`src/include/mdc_pkg.sv`:
```
// Constants and types for the motion-change-detection configuration bank.
// Assumes one 8-bit register space shared with the rest of the device map.
package mdc_pkg;

  // Register byte addresses
  localparam logic [7:0] MDC_OFF_CFG_A     = 8'h2f;
  localparam logic [7:0] MDC_OFF_CFG_B     = 8'h30;
  localparam logic [7:0] MDC_OFF_OUT_DBCNT = 8'h31;
  localparam logic [7:0] MDC_OFF_IN_DBCNT  = 8'h32;
  localparam logic [7:0] MDC_OFF_LTHR_LO   = 8'h33;
  localparam logic [7:0] MDC_OFF_LTHR_HI   = 8'h34;
  localparam logic [7:0] MDC_OFF_UTHR_LO   = 8'h35;
  localparam logic [7:0] MDC_OFF_UTHR_HI   = 8'h36;
  localparam logic [7:0] MDC_OFF_ST_IDLE   = 8'h37;
  localparam logic [7:0] MDC_OFF_ST_DECIM  = 8'h38;
  localparam logic [7:0] MDC_OFF_SPARE_RW  = 8'h39;
  localparam logic [7:0] MDC_OFF_SPARE_RO  = 8'h3a;
  localparam logic [7:0] MDC_OFF_WRAP_TO   = 8'h00;

  // Number of byte locations held by the bank (0x2f..0x3a)
  localparam int         MDC_NUM_REGS      = 12;
  localparam int         MDC_IDX_W         = 4;

  // Reset values with the boot pin grounded
  localparam logic [7:0] MDC_RST_GND_CFG_A    = 8'h00;
  localparam logic [7:0] MDC_RST_GND_CFG_B    = 8'h00;
  localparam logic [7:0] MDC_RST_GND_LTHR_LO  = 8'h00;
  localparam logic [7:0] MDC_RST_GND_LTHR_HI  = 8'h00;
  localparam logic [7:0] MDC_RST_GND_UTHR_LO  = 8'h00;
  localparam logic [7:0] MDC_RST_ZERO         = 8'h00;
  // Reset values with the boot pin tied high
  localparam logic [7:0] MDC_RST_VDD_CFG_A    = 8'h38;
  localparam logic [7:0] MDC_RST_VDD_CFG_B    = 8'h00;
  localparam logic [7:0] MDC_RST_VDD_LTHR_LO  = 8'hc0;
  localparam logic [7:0] MDC_RST_VDD_LTHR_HI  = 8'h0f;
  localparam logic [7:0] MDC_RST_VDD_UTHR_LO  = 8'h40;

  // Read value of the read-only spare location, arbitrary
  localparam logic [7:0] MDC_SPARE_RO_VAL     = 8'h00;
  // Position of the reference-refresh bit inside control register b
  localparam int         MDC_REF_REFRESH_BIT  = 0;
  // Threshold field layout
  localparam int         MDC_THR_W            = 12;
  localparam int         MDC_THR_HI_W         = 4;

  // Operating state reported by the device core, Gray coded
  typedef enum logic [1:0] {
    MDC_ST_STANDBY   = 2'b00,
    MDC_ST_ACTIVE    = 2'b01,
    MDC_ST_TRIGGERED = 2'b11,
    MDC_ST_HIBERNATE = 2'b10
  } mdc_state_t;

  // One byte access on the serial register port
  typedef struct packed {
    logic       start;   // Load address before this access
    logic       wr;      // Write strobe
    logic       rd;      // Read strobe
    logic [7:0] addr;    // Start address, used with start
    logic [7:0] wdata;   // Write byte
  } mdc_req_t;

  // Configuration seen by the detection and self-test datapaths
  typedef struct packed {
    logic [7:0]           cfg_a;
    logic [7:0]           cfg_b;
    logic [7:0]           out_dbcnt;
    logic [7:0]           in_dbcnt;
    logic [MDC_THR_W-1:0] lower_thr;
    logic [MDC_THR_W-1:0] upper_thr;
    logic [7:0]           st_idle;
    logic [7:0]           st_decim;
  } mdc_cfg_t;

  // Default of one location, by index and boot level
  function automatic logic [7:0] mdc_default(input logic [MDC_IDX_W-1:0] idx,
                                             input logic boot_high);
    logic [7:0] a;
    a = MDC_OFF_CFG_A + {4'h0, idx};
    case (a)
      MDC_OFF_CFG_A:   mdc_default = boot_high ? MDC_RST_VDD_CFG_A   : MDC_RST_GND_CFG_A;
      MDC_OFF_CFG_B:   mdc_default = boot_high ? MDC_RST_VDD_CFG_B   : MDC_RST_GND_CFG_B;
      MDC_OFF_LTHR_LO: mdc_default = boot_high ? MDC_RST_VDD_LTHR_LO : MDC_RST_GND_LTHR_LO;
      MDC_OFF_LTHR_HI: mdc_default = boot_high ? MDC_RST_VDD_LTHR_HI : MDC_RST_GND_LTHR_HI;
      MDC_OFF_UTHR_LO: mdc_default = boot_high ? MDC_RST_VDD_UTHR_LO : MDC_RST_GND_UTHR_LO;
      default:         mdc_default = MDC_RST_ZERO;
    endcase
  endfunction

endpackage

```
`src/rtl/mdc_sample_fmt.sv`:
```
// Byte formatter for one 12-bit output sample.
// Assumes the sample and the order select are stable on the core clock.
`timescale 1ns/10ps
module mdc_sample_fmt (
  // Sample and order
  input  wire logic [11:0] sample_in,
  input  wire logic        byte_order_select_in,
  // Bytes at the lower and the higher address
  output logic      [7:0]  byte0_out,
  output logic      [7:0]  byte1_out
);

  // Low select: little-endian right justified, sign in the upper nibble
  // High select: big-endian left justified, zero fill at the bottom
  always_comb begin
    if (byte_order_select_in) begin
      byte0_out = sample_in[11:4];
      byte1_out = {sample_in[3:0], 4'h0};
    end else begin
      byte0_out = sample_in[7:0];
      byte1_out = {{4{sample_in[11]}}, sample_in[11:8]};
    end
  end

endmodule

```
`src/rtl/mdc_motion_detect_config_bank.sv`:
```
// Motion-change-detection and self-test configuration bank, 0x2f..0x3a.
// Assumes the core reports its operating state on this clock and that the
// serial front end delivers one byte strobe per access.
// Operation
// - Standby entry from active keeps contents.
// - Hibernate exit or power reset reloads defaults.
// - Standby-to-run transition clears status registers.
// - Output bytes follow selectable byte order.
// - Standby-to-run transition marks buffer data invalid.
// - Configuration writes accepted only in standby.
// - Run, reset, flush bits writable anywhere.
// - Run-enable frozen in triggered state.
// - Only reference-refresh may be set when active.
// - Control a: latch, axis enables, boot defaults.
// - Control b: enable, reference, mode, debounce.
// - Outside-limits debounce count, reset zero.
// - Inside-limits debounce count, reset zero.
// - Lower threshold split low/high, boot defaults.
// - Upper threshold split low/high, boot defaults.
// - Self-test idle duration register, reset zero.
// - Self-test decimation register, reset zero.
`timescale 1ns/10ps
module mdc_motion_detect_config_bank (
  // Clock, reset and enable
  input  wire logic                 mclk_in,
  input  wire logic                 resetn_in,
  input  wire logic                 ce_in,
  // Serial register port
  input  wire mdc_pkg::mdc_req_t    reg_req_in,
  output logic      [7:0]           reg_rdata_out,
  output logic                      reg_rvalid_out,
  // Core state and boot strap pin
  input  wire mdc_pkg::mdc_state_t  op_state_in,
  input  wire logic                 boot_select_pin_in,
  // Always-writable control bits
  input  wire logic                 run_enable_req_in,
  input  wire logic                 run_enable_val_in,
  input  wire logic                 soft_reset_req_in,
  input  wire logic                 buffer_flush_req_in,
  // Output sample formatting
  input  wire logic                 byte_order_select_in,
  input  wire logic [11:0]          sample_in,
  // Configuration and control outputs
  output mdc_pkg::mdc_cfg_t         cfg_out,
  output logic                      run_enable_out,
  output logic                      soft_reset_out,
  output logic                      buffer_flush_out,
  output logic                      status_clear_out,
  output logic                      buffer_invalidate_out,
  output logic                      boot_mode_out,
  output logic      [7:0]           sample_byte0_out,
  output logic      [7:0]           sample_byte1_out
);

  localparam int IW = mdc_pkg::MDC_IDX_W;
  localparam int NR = mdc_pkg::MDC_NUM_REGS;

  // Index of each location inside the array except the read-write spare
  localparam logic [IW-1:0] IX_CFG_A    = IW'(mdc_pkg::MDC_OFF_CFG_A    - mdc_pkg::MDC_OFF_CFG_A);
  localparam logic [IW-1:0] IX_CFG_B    = IW'(mdc_pkg::MDC_OFF_CFG_B    - mdc_pkg::MDC_OFF_CFG_A);
  localparam logic [IW-1:0] IX_OUT      = IW'(mdc_pkg::MDC_OFF_OUT_DBCNT - mdc_pkg::MDC_OFF_CFG_A);
  localparam logic [IW-1:0] IX_IN       = IW'(mdc_pkg::MDC_OFF_IN_DBCNT  - mdc_pkg::MDC_OFF_CFG_A);
  localparam logic [IW-1:0] IX_LTHR_LO  = IW'(mdc_pkg::MDC_OFF_LTHR_LO  - mdc_pkg::MDC_OFF_CFG_A);
  localparam logic [IW-1:0] IX_LTHR_HI  = IW'(mdc_pkg::MDC_OFF_LTHR_HI  - mdc_pkg::MDC_OFF_CFG_A);
  localparam logic [IW-1:0] IX_UTHR_LO  = IW'(mdc_pkg::MDC_OFF_UTHR_LO  - mdc_pkg::MDC_OFF_CFG_A);
  localparam logic [IW-1:0] IX_UTHR_HI  = IW'(mdc_pkg::MDC_OFF_UTHR_HI  - mdc_pkg::MDC_OFF_CFG_A);
  localparam logic [IW-1:0] IX_ST_IDLE  = IW'(mdc_pkg::MDC_OFF_ST_IDLE  - mdc_pkg::MDC_OFF_CFG_A);
  localparam logic [IW-1:0] IX_ST_DECIM = IW'(mdc_pkg::MDC_OFF_ST_DECIM - mdc_pkg::MDC_OFF_CFG_A);
  localparam logic [IW-1:0] IX_SPARE_RO = IW'(mdc_pkg::MDC_OFF_SPARE_RO - mdc_pkg::MDC_OFF_CFG_A);

  // Boot strap synchroniser and captured level
  logic                 boot_s1_r;        // First stage, read only by the second
  logic                 boot_s2_r;        // Second stage
  logic                 boot_s3_r;        // Third stage
  logic                 boot_known_r;     // Strap level has been captured
  logic                 boot_known_nxt;
  logic                 boot_level_r;     // Captured strap level
  logic                 boot_level_nxt;
  logic                 boot_load;        // One-cycle default load after release

  // Operating state history
  mdc_pkg::mdc_state_t  prev_state_r;     // State seen on the last enabled edge
  logic                 hib_exit;         // Leaving hibernate this cycle
  logic                 run_entry;        // Standby into active or triggered

  // Register array and access pointer
  logic [7:0]           regs_r   [NR];    // Bank contents
  logic [7:0]           regs_nxt [NR];
  logic [7:0]           ptr_r;            // Burst address pointer
  logic [7:0]           ptr_nxt;
  logic [7:0]           acc_addr;         // Address of the current access
  logic                 acc_hit;          // Access falls inside this bank
  logic [IW-1:0]        acc_idx;          // Array index of the access
  logic                 load_defaults;    // Reload all locations

  // Read and control outputs
  logic [7:0]           rdata_nxt;
  logic                 rvalid_nxt;
  logic                 run_en_nxt;
  logic                 soft_rst_nxt;
  logic                 flush_nxt;
  logic                 stat_clr_nxt;
  logic                 buf_inv_nxt;
  logic [7:0]           fmt_b0;           // Formatter byte at lower address
  logic [7:0]           fmt_b1;           // Formatter byte at higher address

  // Strap capture: one level only, taken once the second and third stages agree.
  // It is held afterwards so that hibernate exit reloads the same defaults.
  always_comb begin
    boot_known_nxt = boot_known_r;
    boot_level_nxt = boot_level_r;
    boot_load      = 1'b0;
    if (!boot_known_r && (boot_s2_r == boot_s3_r)) begin
      boot_known_nxt = 1'b1;
      boot_level_nxt = boot_s3_r;
      boot_load      = 1'b1;
    end
  end

  // Strap registers; reset takes constants, the pin is only sampled later
  always_ff @(posedge mclk_in or negedge resetn_in) begin
    if (!resetn_in) begin
      boot_s1_r    <= 1'b0;
      boot_s2_r    <= 1'b1;
      boot_s3_r    <= 1'b0;
      boot_known_r <= 1'b0;
      boot_level_r <= 1'b0;
    end else if (ce_in) begin
      boot_s1_r    <= boot_select_pin_in;
      boot_s2_r    <= boot_s1_r;
      boot_s3_r    <= boot_s2_r;
      boot_known_r <= boot_known_nxt;
      boot_level_r <= boot_level_nxt;
    end
  end

  // State transitions; active to standby is deliberately not an event
  always_comb begin
    hib_exit  = (prev_state_r == mdc_pkg::MDC_ST_HIBERNATE) &&
                (op_state_in != mdc_pkg::MDC_ST_HIBERNATE);
    run_entry = (prev_state_r == mdc_pkg::MDC_ST_STANDBY) &&
                ((op_state_in == mdc_pkg::MDC_ST_ACTIVE) ||
                 (op_state_in == mdc_pkg::MDC_ST_TRIGGERED));
  end

  // Software reset reloads the bank too, the same as a power reset
  assign load_defaults = boot_load | hib_exit | soft_reset_req_in;

  // Access address: a start strobe overrides the running pointer
  always_comb begin
    acc_addr = reg_req_in.start ? reg_req_in.addr : ptr_r;
    acc_hit  = (acc_addr >= mdc_pkg::MDC_OFF_CFG_A) && (acc_addr <= mdc_pkg::MDC_OFF_SPARE_RO);
    acc_idx  = IW'(acc_addr - mdc_pkg::MDC_OFF_CFG_A);
  end

  // Pointer moves one byte per access and wraps after the last spare
  always_comb begin
    ptr_nxt = acc_addr;
    if (reg_req_in.wr || reg_req_in.rd) begin
      if (acc_addr == mdc_pkg::MDC_OFF_SPARE_RO) begin
        ptr_nxt = mdc_pkg::MDC_OFF_WRAP_TO;
      end else begin
        ptr_nxt = acc_addr + 8'h01;
      end
    end
  end

  // Next contents: defaults first, then gated writes.
  // Writes outside standby, except setting the refresh bit in active, are dropped silently; the host sees no error.
  always_comb begin
    for (int i = 0; i < NR; i++) begin
      regs_nxt[i] = regs_r[i];
    end
    if (load_defaults) begin
      for (int i = 0; i < NR; i++) begin
        regs_nxt[i] = mdc_pkg::mdc_default(IW'(i), boot_level_nxt);
      end
    end else if (reg_req_in.wr && acc_hit && (acc_idx != IX_SPARE_RO)) begin
      unique case (op_state_in)
        mdc_pkg::MDC_ST_STANDBY: begin
          regs_nxt[acc_idx] = reg_req_in.wdata;
        end
        mdc_pkg::MDC_ST_ACTIVE: begin
          if (acc_idx == IX_CFG_B) begin
            regs_nxt[IX_CFG_B][mdc_pkg::MDC_REF_REFRESH_BIT] =
              regs_r[IX_CFG_B][mdc_pkg::MDC_REF_REFRESH_BIT] |
              reg_req_in.wdata[mdc_pkg::MDC_REF_REFRESH_BIT];
          end
        end
        mdc_pkg::MDC_ST_TRIGGERED: begin
          regs_nxt[acc_idx] = regs_r[acc_idx];
        end
        mdc_pkg::MDC_ST_HIBERNATE: begin
          regs_nxt[acc_idx] = regs_r[acc_idx];
        end
      endcase
    end
  end

  // Read data; unmapped locations of this bank read as zero
  always_comb begin
    rdata_nxt  = reg_rdata_out;
    rvalid_nxt = reg_req_in.rd;
    if (reg_req_in.rd) begin
      if (!acc_hit) begin
        rdata_nxt = 8'h00;
      end else if (acc_idx == IX_SPARE_RO) begin
        rdata_nxt = mdc_pkg::MDC_SPARE_RO_VAL;
      end else begin
        rdata_nxt = regs_r[acc_idx];
      end
    end
  end

  // Always-writable controls; run enable is pinned in the triggered state
  always_comb begin
    run_en_nxt   = run_enable_out;
    soft_rst_nxt = soft_reset_req_in;
    flush_nxt    = buffer_flush_req_in;
    stat_clr_nxt = run_entry;
    buf_inv_nxt  = run_entry;
    if (run_enable_req_in && (op_state_in != mdc_pkg::MDC_ST_TRIGGERED)) begin
      run_en_nxt = run_enable_val_in;
    end
    if (soft_reset_req_in || hib_exit) begin
      run_en_nxt = 1'b0;
    end
  end

  // Bank contents; reset holds the grounded-pin values until the strap is known
  always_ff @(posedge mclk_in or negedge resetn_in) begin
    if (!resetn_in) begin
      for (int i = 0; i < NR; i++) begin
        regs_r[i] <= mdc_pkg::MDC_RST_ZERO;
      end
    end else if (ce_in) begin
      for (int i = 0; i < NR; i++) begin
        regs_r[i] <= regs_nxt[i];
      end
    end
  end

  // Pointer, state history and output flops
  always_ff @(posedge mclk_in or negedge resetn_in) begin
    if (!resetn_in) begin
      ptr_r                 <= mdc_pkg::MDC_OFF_WRAP_TO;
      prev_state_r          <= mdc_pkg::MDC_ST_STANDBY;
      reg_rdata_out         <= 8'h00;
      reg_rvalid_out        <= 1'b0;
      run_enable_out        <= 1'b0;
      soft_reset_out        <= 1'b0;
      buffer_flush_out      <= 1'b0;
      status_clear_out      <= 1'b0;
      buffer_invalidate_out <= 1'b0;
      sample_byte0_out      <= 8'h00;
      sample_byte1_out      <= 8'h00;
    end else if (ce_in) begin
      ptr_r                 <= ptr_nxt;
      prev_state_r          <= op_state_in;
      reg_rdata_out         <= rdata_nxt;
      reg_rvalid_out        <= rvalid_nxt;
      run_enable_out        <= run_en_nxt;
      soft_reset_out        <= soft_rst_nxt;
      buffer_flush_out      <= flush_nxt;
      status_clear_out      <= stat_clr_nxt;
      buffer_invalidate_out <= buf_inv_nxt;
      sample_byte0_out      <= fmt_b0;
      sample_byte1_out      <= fmt_b1;
    end
  end

  // Datapath view of the bank; fields come straight from the flops
  assign cfg_out.cfg_a     = regs_r[IX_CFG_A];
  assign cfg_out.cfg_b     = regs_r[IX_CFG_B];
  assign cfg_out.out_dbcnt = regs_r[IX_OUT];
  assign cfg_out.in_dbcnt  = regs_r[IX_IN];
  assign cfg_out.lower_thr = {regs_r[IX_LTHR_HI][mdc_pkg::MDC_THR_HI_W-1:0],
                              regs_r[IX_LTHR_LO]};
  assign cfg_out.upper_thr = {regs_r[IX_UTHR_HI][mdc_pkg::MDC_THR_HI_W-1:0],
                              regs_r[IX_UTHR_LO]};
  assign cfg_out.st_idle   = regs_r[IX_ST_IDLE];
  assign cfg_out.st_decim  = regs_r[IX_ST_DECIM];
  assign boot_mode_out     = boot_level_r;

  // Output sample byte order
  mdc_sample_fmt u_fmt (
    .sample_in            (sample_in),
    .byte_order_select_in (byte_order_select_in),
    .byte0_out            (fmt_b0),
    .byte1_out            (fmt_b1)
  );

endmodule

```
`config.mk`:
```
export PLATFORM = sky130hd
export DESIGN_NAME = mdc_motion_detect_config_bank
export DESIGN_NICKNAME = d
export VERILOG_FILES = /design/src/include/mdc_pkg.sv /design/src/rtl/mdc_sample_fmt.sv /design/src/rtl/mdc_motion_detect_config_bank.sv
export SDC_FILE = /design/constraint.sdc
export NUM_CORES = 1
export LEC_CHECK = 0
export ABC_AREA = 1
export BUFFER_PORTS_ARGS = -buffer_cell sky130_fd_sc_hd__buf_2
export CELL_PAD_IN_SITES_DETAIL_PLACEMENT = 0
export CELL_PAD_IN_SITES_GLOBAL_PLACEMENT = 1
export CORE_MARGIN = 3
export CORE_UTILIZATION = 41
export DETAILED_ROUTE_END_ITERATION = 16
export PLACE_DENSITY_LB_ADDON = 0.1
export SLEW_MARGIN = 20
export SYNTH_ARGS = -nofsm -noshare
export SYNTH_HDL_FRONTEND = slang
export SYNTH_SLANG_ARGS = --single-unit
```
`constraint.sdc`:
```
create_clock -name mclk_in -period 2.9 [get_ports mclk_in]
set_input_delay 0.29 -clock mclk_in [delete_from_list [all_inputs] [get_ports mclk_in]]
set_output_delay 0.29 -clock mclk_in [all_outputs]
set_load 0.1 [all_outputs]
```
==> results.toml, run 1 <==
[critical_path]
crit_required_ns = 3.18
path_class = "register to register"
crit_path_max_fanout = 17
ff2ff_path_depth = 15
cp.arrival_ns = 2.88
critPathLaunchType = "register"
reg2reg_from = "ptr_r[0]$_DFFE_PN0P_"
r2r-end = "cfg_out[16]$_DFFE_PN0P_"
cp-end-kind = "register"
rrSetupSlack_ns = 0.31

[timing]
max_slew_margin = 0.419
fmax_ghz = 0.385
hold_ws_ns = 0.0719
finalSetupViolCount = 0
slew_violations = 0
finalHoldViolCount = 0
setup_ws_ns = 0.306
rsz0062_at_grt = "no"
period_needed_ns = 2.59
fin_skew_ns = 0.0116
fin_setup_tns_ns = 0
tightest_slew_ns = 0.865
fin_crit_sh = 0.895

[synthesis]
yosys-top-cells-area = "dfrtp_1, nand2_1, nand3_1"
yosysTopAreaCell = "dfrtp_1"
synth_cell_types = 37
avgSynthCellArea_um2 = 7.16
yosys_warnings = 0
synth_area_mm2 = 0.00832
syn-instance-count = 1162
synth_seq_cells = 140
synth_top_area_frac = 0.418
synth_fp_nets = 1209
seq_area_frac_synth = 0.421

[place]
dp_slack_ns = 0.125
place_hpwl_mm = 19.5
routabilityCongestion = 0.830
dpl.cell_count = 1503
io_buffers = 144

[pwr]
p_switching_mw = 2.77
pwr-share-comb = 0.338
p_seq_frac = 0.331
clkPwrFrac = 0.331
p_int_mw = 3.88
vdd_drop_max_uv = 420
p_leak_nw = 5.38
power_density_mw_per_mm2 = 691
switching_share = 0.417

[final_layout]
fill_cells = 2042
final_cells = 1536
num_antenna_cells = 0
syn2layout_area_growth_pct = 15.8
final_util = 0.489
drive_gt1_frac = 0.199
nets = 1305

[routing]
routed_wl_mm = 27.3
drcViolationCount = 0
drtAntennaViolNets = 0
vias = 7646
viasPerCell = 4.98
dr.pass1.iters = 5
drt_iter0_drc = 459
wl_per_cell_um = 17.8

[floorplan]
start_util = 0.422
coreArea_mm2 = 0.0197
rows = 51
die_w_um = 148
dieHeight_um = 148
ios = 145
dieArea_mm2 = 0.0220

[clock_network]
cts.hold.buffers_added = 1
insertion_delay_ns = 0.42
clock_sinks = 140
htree_levels = 4
ctsResizeCount = 0
cts_tree = "built"
clock_path_buffers = 2
cts_setup_buffers = 0
cts_root_buf = "clkbuf_16"
cts.clk_slew.worst_paths_ns = 0.06
cts_inserted_buffers = 17

[grt]
grt_pass1_vias = 7370
antenna_found_initial = 0
grt-ovfl-total = 0
track_usage = 0.252
grt_start_max_net_pins = 67
grt_pass1_wl_mm = 42.8

[min_path]
holdPathEnd = "boot_s1_r$_DFFE_PN0P_"
min_path_cells = 3
min_from = "boot_select_pin_in"
hold_class = "input pin to register"

[job]
drv_cap = 0

[run_status]
outcome = "finished clean"
## cell usage in the layout (no fill, tap or decap), drive strengths merged
cell type,netlist,layout
a21o,1,1
a21oi,12,12
a22oi,2,2
a31o,1,1
a31oi,1,1
buf,99,185
bufinv,0,2
clkbuf,10,20
clkinv,4,8
clkinvlp,0,4
dfrtp,139,139
dfstp,1,1
dlygate4sd3,0,1
ha,5,5
inv,114,116
nand2,518,518
nand3,133,133
nand4,2,2
nor2,42,42
o211ai,7,7
o21ai,58,58
o21bai,1,1
o221ai,4,4
o22ai,3,3
o31ai,1,1
xor2,4,4
## stage by stage
stage                     area [µm²]  power, mW
after detailed placement        9040       4.48
after CTS                       9630       6.71
final                           9630       6.66
after global placement          9040       4.47
after floorplan                 8320       3.90
after global routing            9630       6.97
## cell usage after synthesis
library cell    n
o21ai_1        16
dfrtp_1       139
nand2_4         1
nor2_2          5
inv_2           4
o21bai_4        1
o22ai_1         3
a21oi_2         4
nand4_1         2
clkbuf_2        1
dfstp_2         1
buf_1           2
nand2_1       513
clkbuf_1        9
nor2_4          4
buf_6           6
a31oi_1         1
inv_1         110
a21oi_1         8
xor2_1          4
nor2_1         33
buf_2          16
o21ai_2         2
o21ai_0        40
o31ai_1         1
clkinv_1        4
a21o_1          1
nand3_1       122
nand3_2         1
nand3_4        10
ha_1            5
o221ai_1        4
a31o_2          1
a22oi_1         2
nand2_2         4
o211ai_1        7
buf_4          75
## worst max path at each step
| stage | startpoint | end | slack (ns) | depth (start not counted) |
|---|---|---|---|---|
| finish | ptr_r[0]$_DFFE_PN0P_ | cfg_out[16]$_DFFE_PN0P_ | 0.31 | 15 |
| global route | ptr_r[0]$_DFFE_PN0P_ | cfg_out[16]$_DFFE_PN0P_ | 0.08 | 15 |
| CTS | ptr_r[0]$_DFFE_PN0P_ | cfg_out[16]$_DFFE_PN0P_ | 0.32 | 15 |
| detailed placement | reg_req_in[18] | cfg_out[16]$_DFFE_PN0P_ | 0.13 | 16 |
| global placement | reg_req_in[18] | cfg_out[16]$_DFFE_PN0P_ | 0.16 | 16 |
| floorplan | reg_req_in[18] | cfg_out[15]$_DFFE_PN0P_ | 0.34 | 18 |
## critical path, cell delays in order (launching register included)
cell and delay [ns]:
dfrtp_1 0.38, inv_1 0.07, nand2_1 0.06, nand2_2 0.09, buf_4 0.25, ha_1 0.23, inv_1 0.09, nor2_1 0.11
nand2_1 0.10, nand2_1 0.13, nand3_2 0.10, o21bai_4 0.20, buf_4 0.27, nand3_4 0.19, nand2_1 0.09, o21ai_0 0.09
## power by group through the flow
| stage | registers, mW | logic (mW) | clock network (mW) |
|---|---|---|---|
| 6_report | 2.20 | 2.25 | 2.21 |
| 5_1_grt | 2.22 | 2.40 | 2.34 |
| 4_1_cts | 2.20 | 2.25 | 2.25 |
| 3_5_place_dp | 2.23 | 2.25 | 0 |
| 3_3_place_gp | 2.24 | 2.24 | 0 |
| 2_1_floorplan | 2.51 | 1.38 | 0 |
## state kept, by name (all words and copies together) (netlist names)
| signal | flops |
|---|---|
| cfg_out | 72 |
| regs_r | 24 |
| buffer_invalidate_out | 1 |
| boot_s2_r | 1 |
| run_enable_out | 1 |
| soft_reset_out | 1 |
| sample_byte0_out | 8 |
| reg_rvalid_out | 1 |
| buffer_flush_out | 1 |
| boot_s3_r | 1 |
| prev_state_r | 2 |
| reg_rdata_out | 8 |
| boot_known_r | 1 |
| sample_byte1_out | 8 |
| boot_mode_out | 1 |
| ptr_r | 8 |
| boot_s1_r | 1 |
## area by class of cell
class,instances,area (µm²),share of cell area
multi-input cells,795,3610,0.375
flip-flops and latches,140,3500,0.364
inverters,118,443,0.0460
clock buffers,20,447,0.0464
well taps,265,332,0.0344
repair buffers,186,1160,0.120
clock inverters,12,139,0.0144
## routing by layer
metal	GRT usage	up-vias	wire, µm
li1	-	3750	-
met2	0.398	259	12500
met1	0.359	3600	12600
met4	0.0679	0	523
met5	0	-	0
met3	0.0433	37	1680
## cells by family after synthesis
family | synth area share
buffers and inverters | 0.144
AO/OA/AOI/OAI | 0.0653
AND/OR/NAND/NOR | 0.357
adder cells (fa/ha/maj) | 0.00752
XOR/XNOR | 0.00421
flip-flops | 0.421
Power figures use the tool's default switching activity.
==> run 2: changes to the inputs <==
--- a/config.mk
+++ b/config.mk
@@ -5,13 +5,13 @@
 export SDC_FILE = /design/constraint.sdc
 export NUM_CORES = 1
 export LEC_CHECK = 0
-export ABC_AREA = 1
 export BUFFER_PORTS_ARGS = -buffer_cell sky130_fd_sc_hd__buf_2
 export CELL_PAD_IN_SITES_DETAIL_PLACEMENT = 0
 export CELL_PAD_IN_SITES_GLOBAL_PLACEMENT = 1
 export CORE_MARGIN = 3
-export CORE_UTILIZATION = 41
+export CORE_UTILIZATION = 44
 export DETAILED_ROUTE_END_ITERATION = 16
+export MAX_ROUTING_LAYER = met4
 export PLACE_DENSITY_LB_ADDON = 0.1
 export SLEW_MARGIN = 20
 export SYNTH_ARGS = -nofsm -noshare
==> run 2 against run 1 <==
Compared with the run above: global-route usage is 0.24 points lower; hold slack better by 0.022 ns; fmax is 7.3% lower; highest routed layer unchanged.
==> results.toml, run 2 <==
[routing]
drtAntennaViolNets = 0
drcViolationCount = 0
drt_iter0_drc = 376
wl_per_cell_um = 22.1
dr.pass1.iters = 4
viasPerCell = 5.89
routed_wl_mm = 23.5
vias = 6269

[critical_path]
cp_slowest_cell = "mux4_1"
cp-end-kind = "register"
path_common_cell = "buf_12"
cp_top_family = "multiplexers"
max_stage_delay_ns = 0.63
crit_path_max_fanout = 7
critPathLaunchType = "register"
cp.arrival_ns = 3.11
crit_required_ns = 3.21
path_buf_inv = 3
path_class = "register to register"
path_cells = "mux2i_4 > ha_1 > buf_12 > buf_12 > mux4_1 > a41oi_1 > a31oi_2 > buf_4 > a32o_1"

[grt]
track_usage = 0.249
grt_pass1_wl_mm = 37.0
grt_pass1_vias = 6401
grt_start_max_net_pins = 75
grt-ovfl-total = 0
antenna_found_initial = 0

[clock_network]
htree_levels = 4
cts.clk_slew.worst_paths_ns = 0.06
cts_root_buf = "clkbuf_16"
insertion_delay_ns = 0.43
clock_path_buffers = 2
cts_tree = "built"
cts_inserted_buffers = 17
clock_sinks = 140

[synthesis]
synth_top_family_by_area = "compound AO/OA/AOI/OAI gates"
ys_async_sr_fraction = 1.00
avgSynthCellArea_um2 = 11.2
synth_top_area_frac = 0.443
synth.mux.area_fraction = 0.107
syn-instance-count = 699
yosys-top-cells-area = "dfrtp_1, buf_4, a22o_1"
synth_area_mm2 = 0.00785
synth_common_cells = "dfrtp_1, buf_4, a22o_1, nor2_1, a21oi_1"
synth.most_common_cell = "dfrtp_1"
yosysTopAreaCell = "dfrtp_1"
synthSimpleGateAreaFrac = 0.107
synth-xor-area-share = 0.00893
synth-adder-area-share = 0.00797
synth_cell_types = 75
synth_edf_count = 0
synth-main-ff-cell = "dfrtp_1"
synth-compound-area-share = 0.209
synth_fp_nets = 746
synth_seq_cells = 140
yosys_warnings = 0
seq_area_frac_synth = 0.447

[final_layout]
syn2layout_area_growth_pct = 19.4
nets = 873
num_antenna_cells = 0
largest_reg_flops = 72
drive_gt1_frac = 0.373
final_cell_area_mm2 = 0.00937
fill_cells = 1576
mostFrequentLayoutCell = "buf_2"
final_cells = 1064
final_cell_mix = "buf_2, dfrtp_1, buf_4, a22o_1, nor2_1"

[job]
drv_cap = 0

[floorplan]
rows = 48
die_w_um = 140
dieArea_mm2 = 0.0195
coreArea_mm2 = 0.0174
dieHeight_um = 140
ios = 145
start_util = 0.452

[pwr]
p_leak_nw = 4.59
power.total_mw = 5.78
power_density_mw_per_mm2 = 617
vdd_drop_max_uv = 424

[min_path]
hold_class = "input pin to register"

[place]
routabilityCongestion = 0.866
dpl.cell_count = 1029
place_hpwl_mm = 17.3
dpl_cell_area_mm2 = 0.00876
io_buffers = 144

[timing]
slew_violations = 0
fin_crit_sh = 0.965
tightest_slew_ns = 0.719
period_needed_ns = 2.80
finalHoldViolCount = 0
finalSetupViolCount = 0
max_slew_margin = 0.516
fmax_ghz = 0.357
fin_skew_ns = 0.00678

[run_status]
outcome = "finished clean"
run 2: worst reg2reg max path: cells and delay by family (launching register included):
family	cells	cell delay, ns
compound gates	3	0.68
fa+ha+maj	1	0.36
buf+inv	3	0.48
flops	1	0.43
mux	2	0.73
run 2: per-stage QoR:
step	setup slack, ns	utilization	setup TNS, ns	hold WS, ns
after CTS	0.0985	0.538	0	0.0788
after global routing	-0.00207	0.540	-0.00376	0.0887
after global placement	0.0284	0.505	0	0.352
after detailed placement	0.0192	0.505	0	0.363
after floorplan	0.00240	-	0	-0.00559
final	0.102	0.540	0	0.0942
run 2: final timing paths:
| path | from | end | slack [ns] | depth (start not counted) |
|---|---|---|---|---|
| worst max-delay path | ptr_r[0]$_DFFE_PN0P_ | cfg_out[29]$_DFFE_PN0P_ | 0.10 | 9 |
| worst min-delay path | boot_select_pin_in | boot_s1_r$_DFFE_PN0P_ | 0.09 | 2 |
| worst max register to register | ptr_r[0]$_DFFE_PN0P_ | cfg_out[29]$_DFFE_PN0P_ | 0.10 | 9 |
| worst min register to register | reg_rdata_out[6]$_DFFE_PN0P_ | reg_rdata_out[6]$_DFFE_PN0P_ | 0.47 | 1 |
| max in group asynchronous | resetn_in | sample_byte1_out[2]$_DFFE_PN0P_ | 1.67 | 3 |
| min in group asynchronous | resetn_in | ptr_r[5]$_DFFE_PN0P_ | 0.43 | 2 |
run 2: report_power, final:
part           internal, mW  leakage (nW)  switching (mW)
combinational         0.508          2.46            1.06
clock                  1.21         0.274           0.896
sequential             2.04          1.86          0.0773
total                  3.75          4.59            2.03
run 2: repair_timing:
item,4_1_cts,5_1_grt
hold endpoints to repair,71,0
gates resized for setup,0,8
hold buffers,1,0
buffers inserted,0,2
endpoints found under the setup margin,0,51
run 2: kinds of logic after synthesis:
family	after synthesis
muxes	46
AOI/OAI and AO/OA	209
buffers and inverters	141
xor gates and xnor gates	5
DFF	140
adders and majority gates	5
and+or+nand+nor	153
run 2: routing by layer:
metal / track usage / vias to the layer above / wire length [µm] / share of wire
li1: - / 2853 / - / -
met1: 0.349 / 3164 / 10800 / 0.46
met2: 0.380 / 226 / 11100 / 0.47
met3: 0.0433 / 26 / 1280 / 0.055
met4: 0.0663 / 0 / 312 / 0.013
met5: - / - / 0 / 0
run 2: cell type report:
cell class | instances | area (µm²) | area share
Clock buffer | 19 | 443 | 0.0473
Clock inverter | 13 | 118 | 0.0126
Inverter | 17 | 63.8 | 0.00681
Multi-Input combinational cell | 418 | 3490 | 0.373
Sequential cell | 140 | 3500 | 0.374
Tap cell | 225 | 282 | 0.0300
Timing Repair Buffer | 232 | 1470 | 0.157
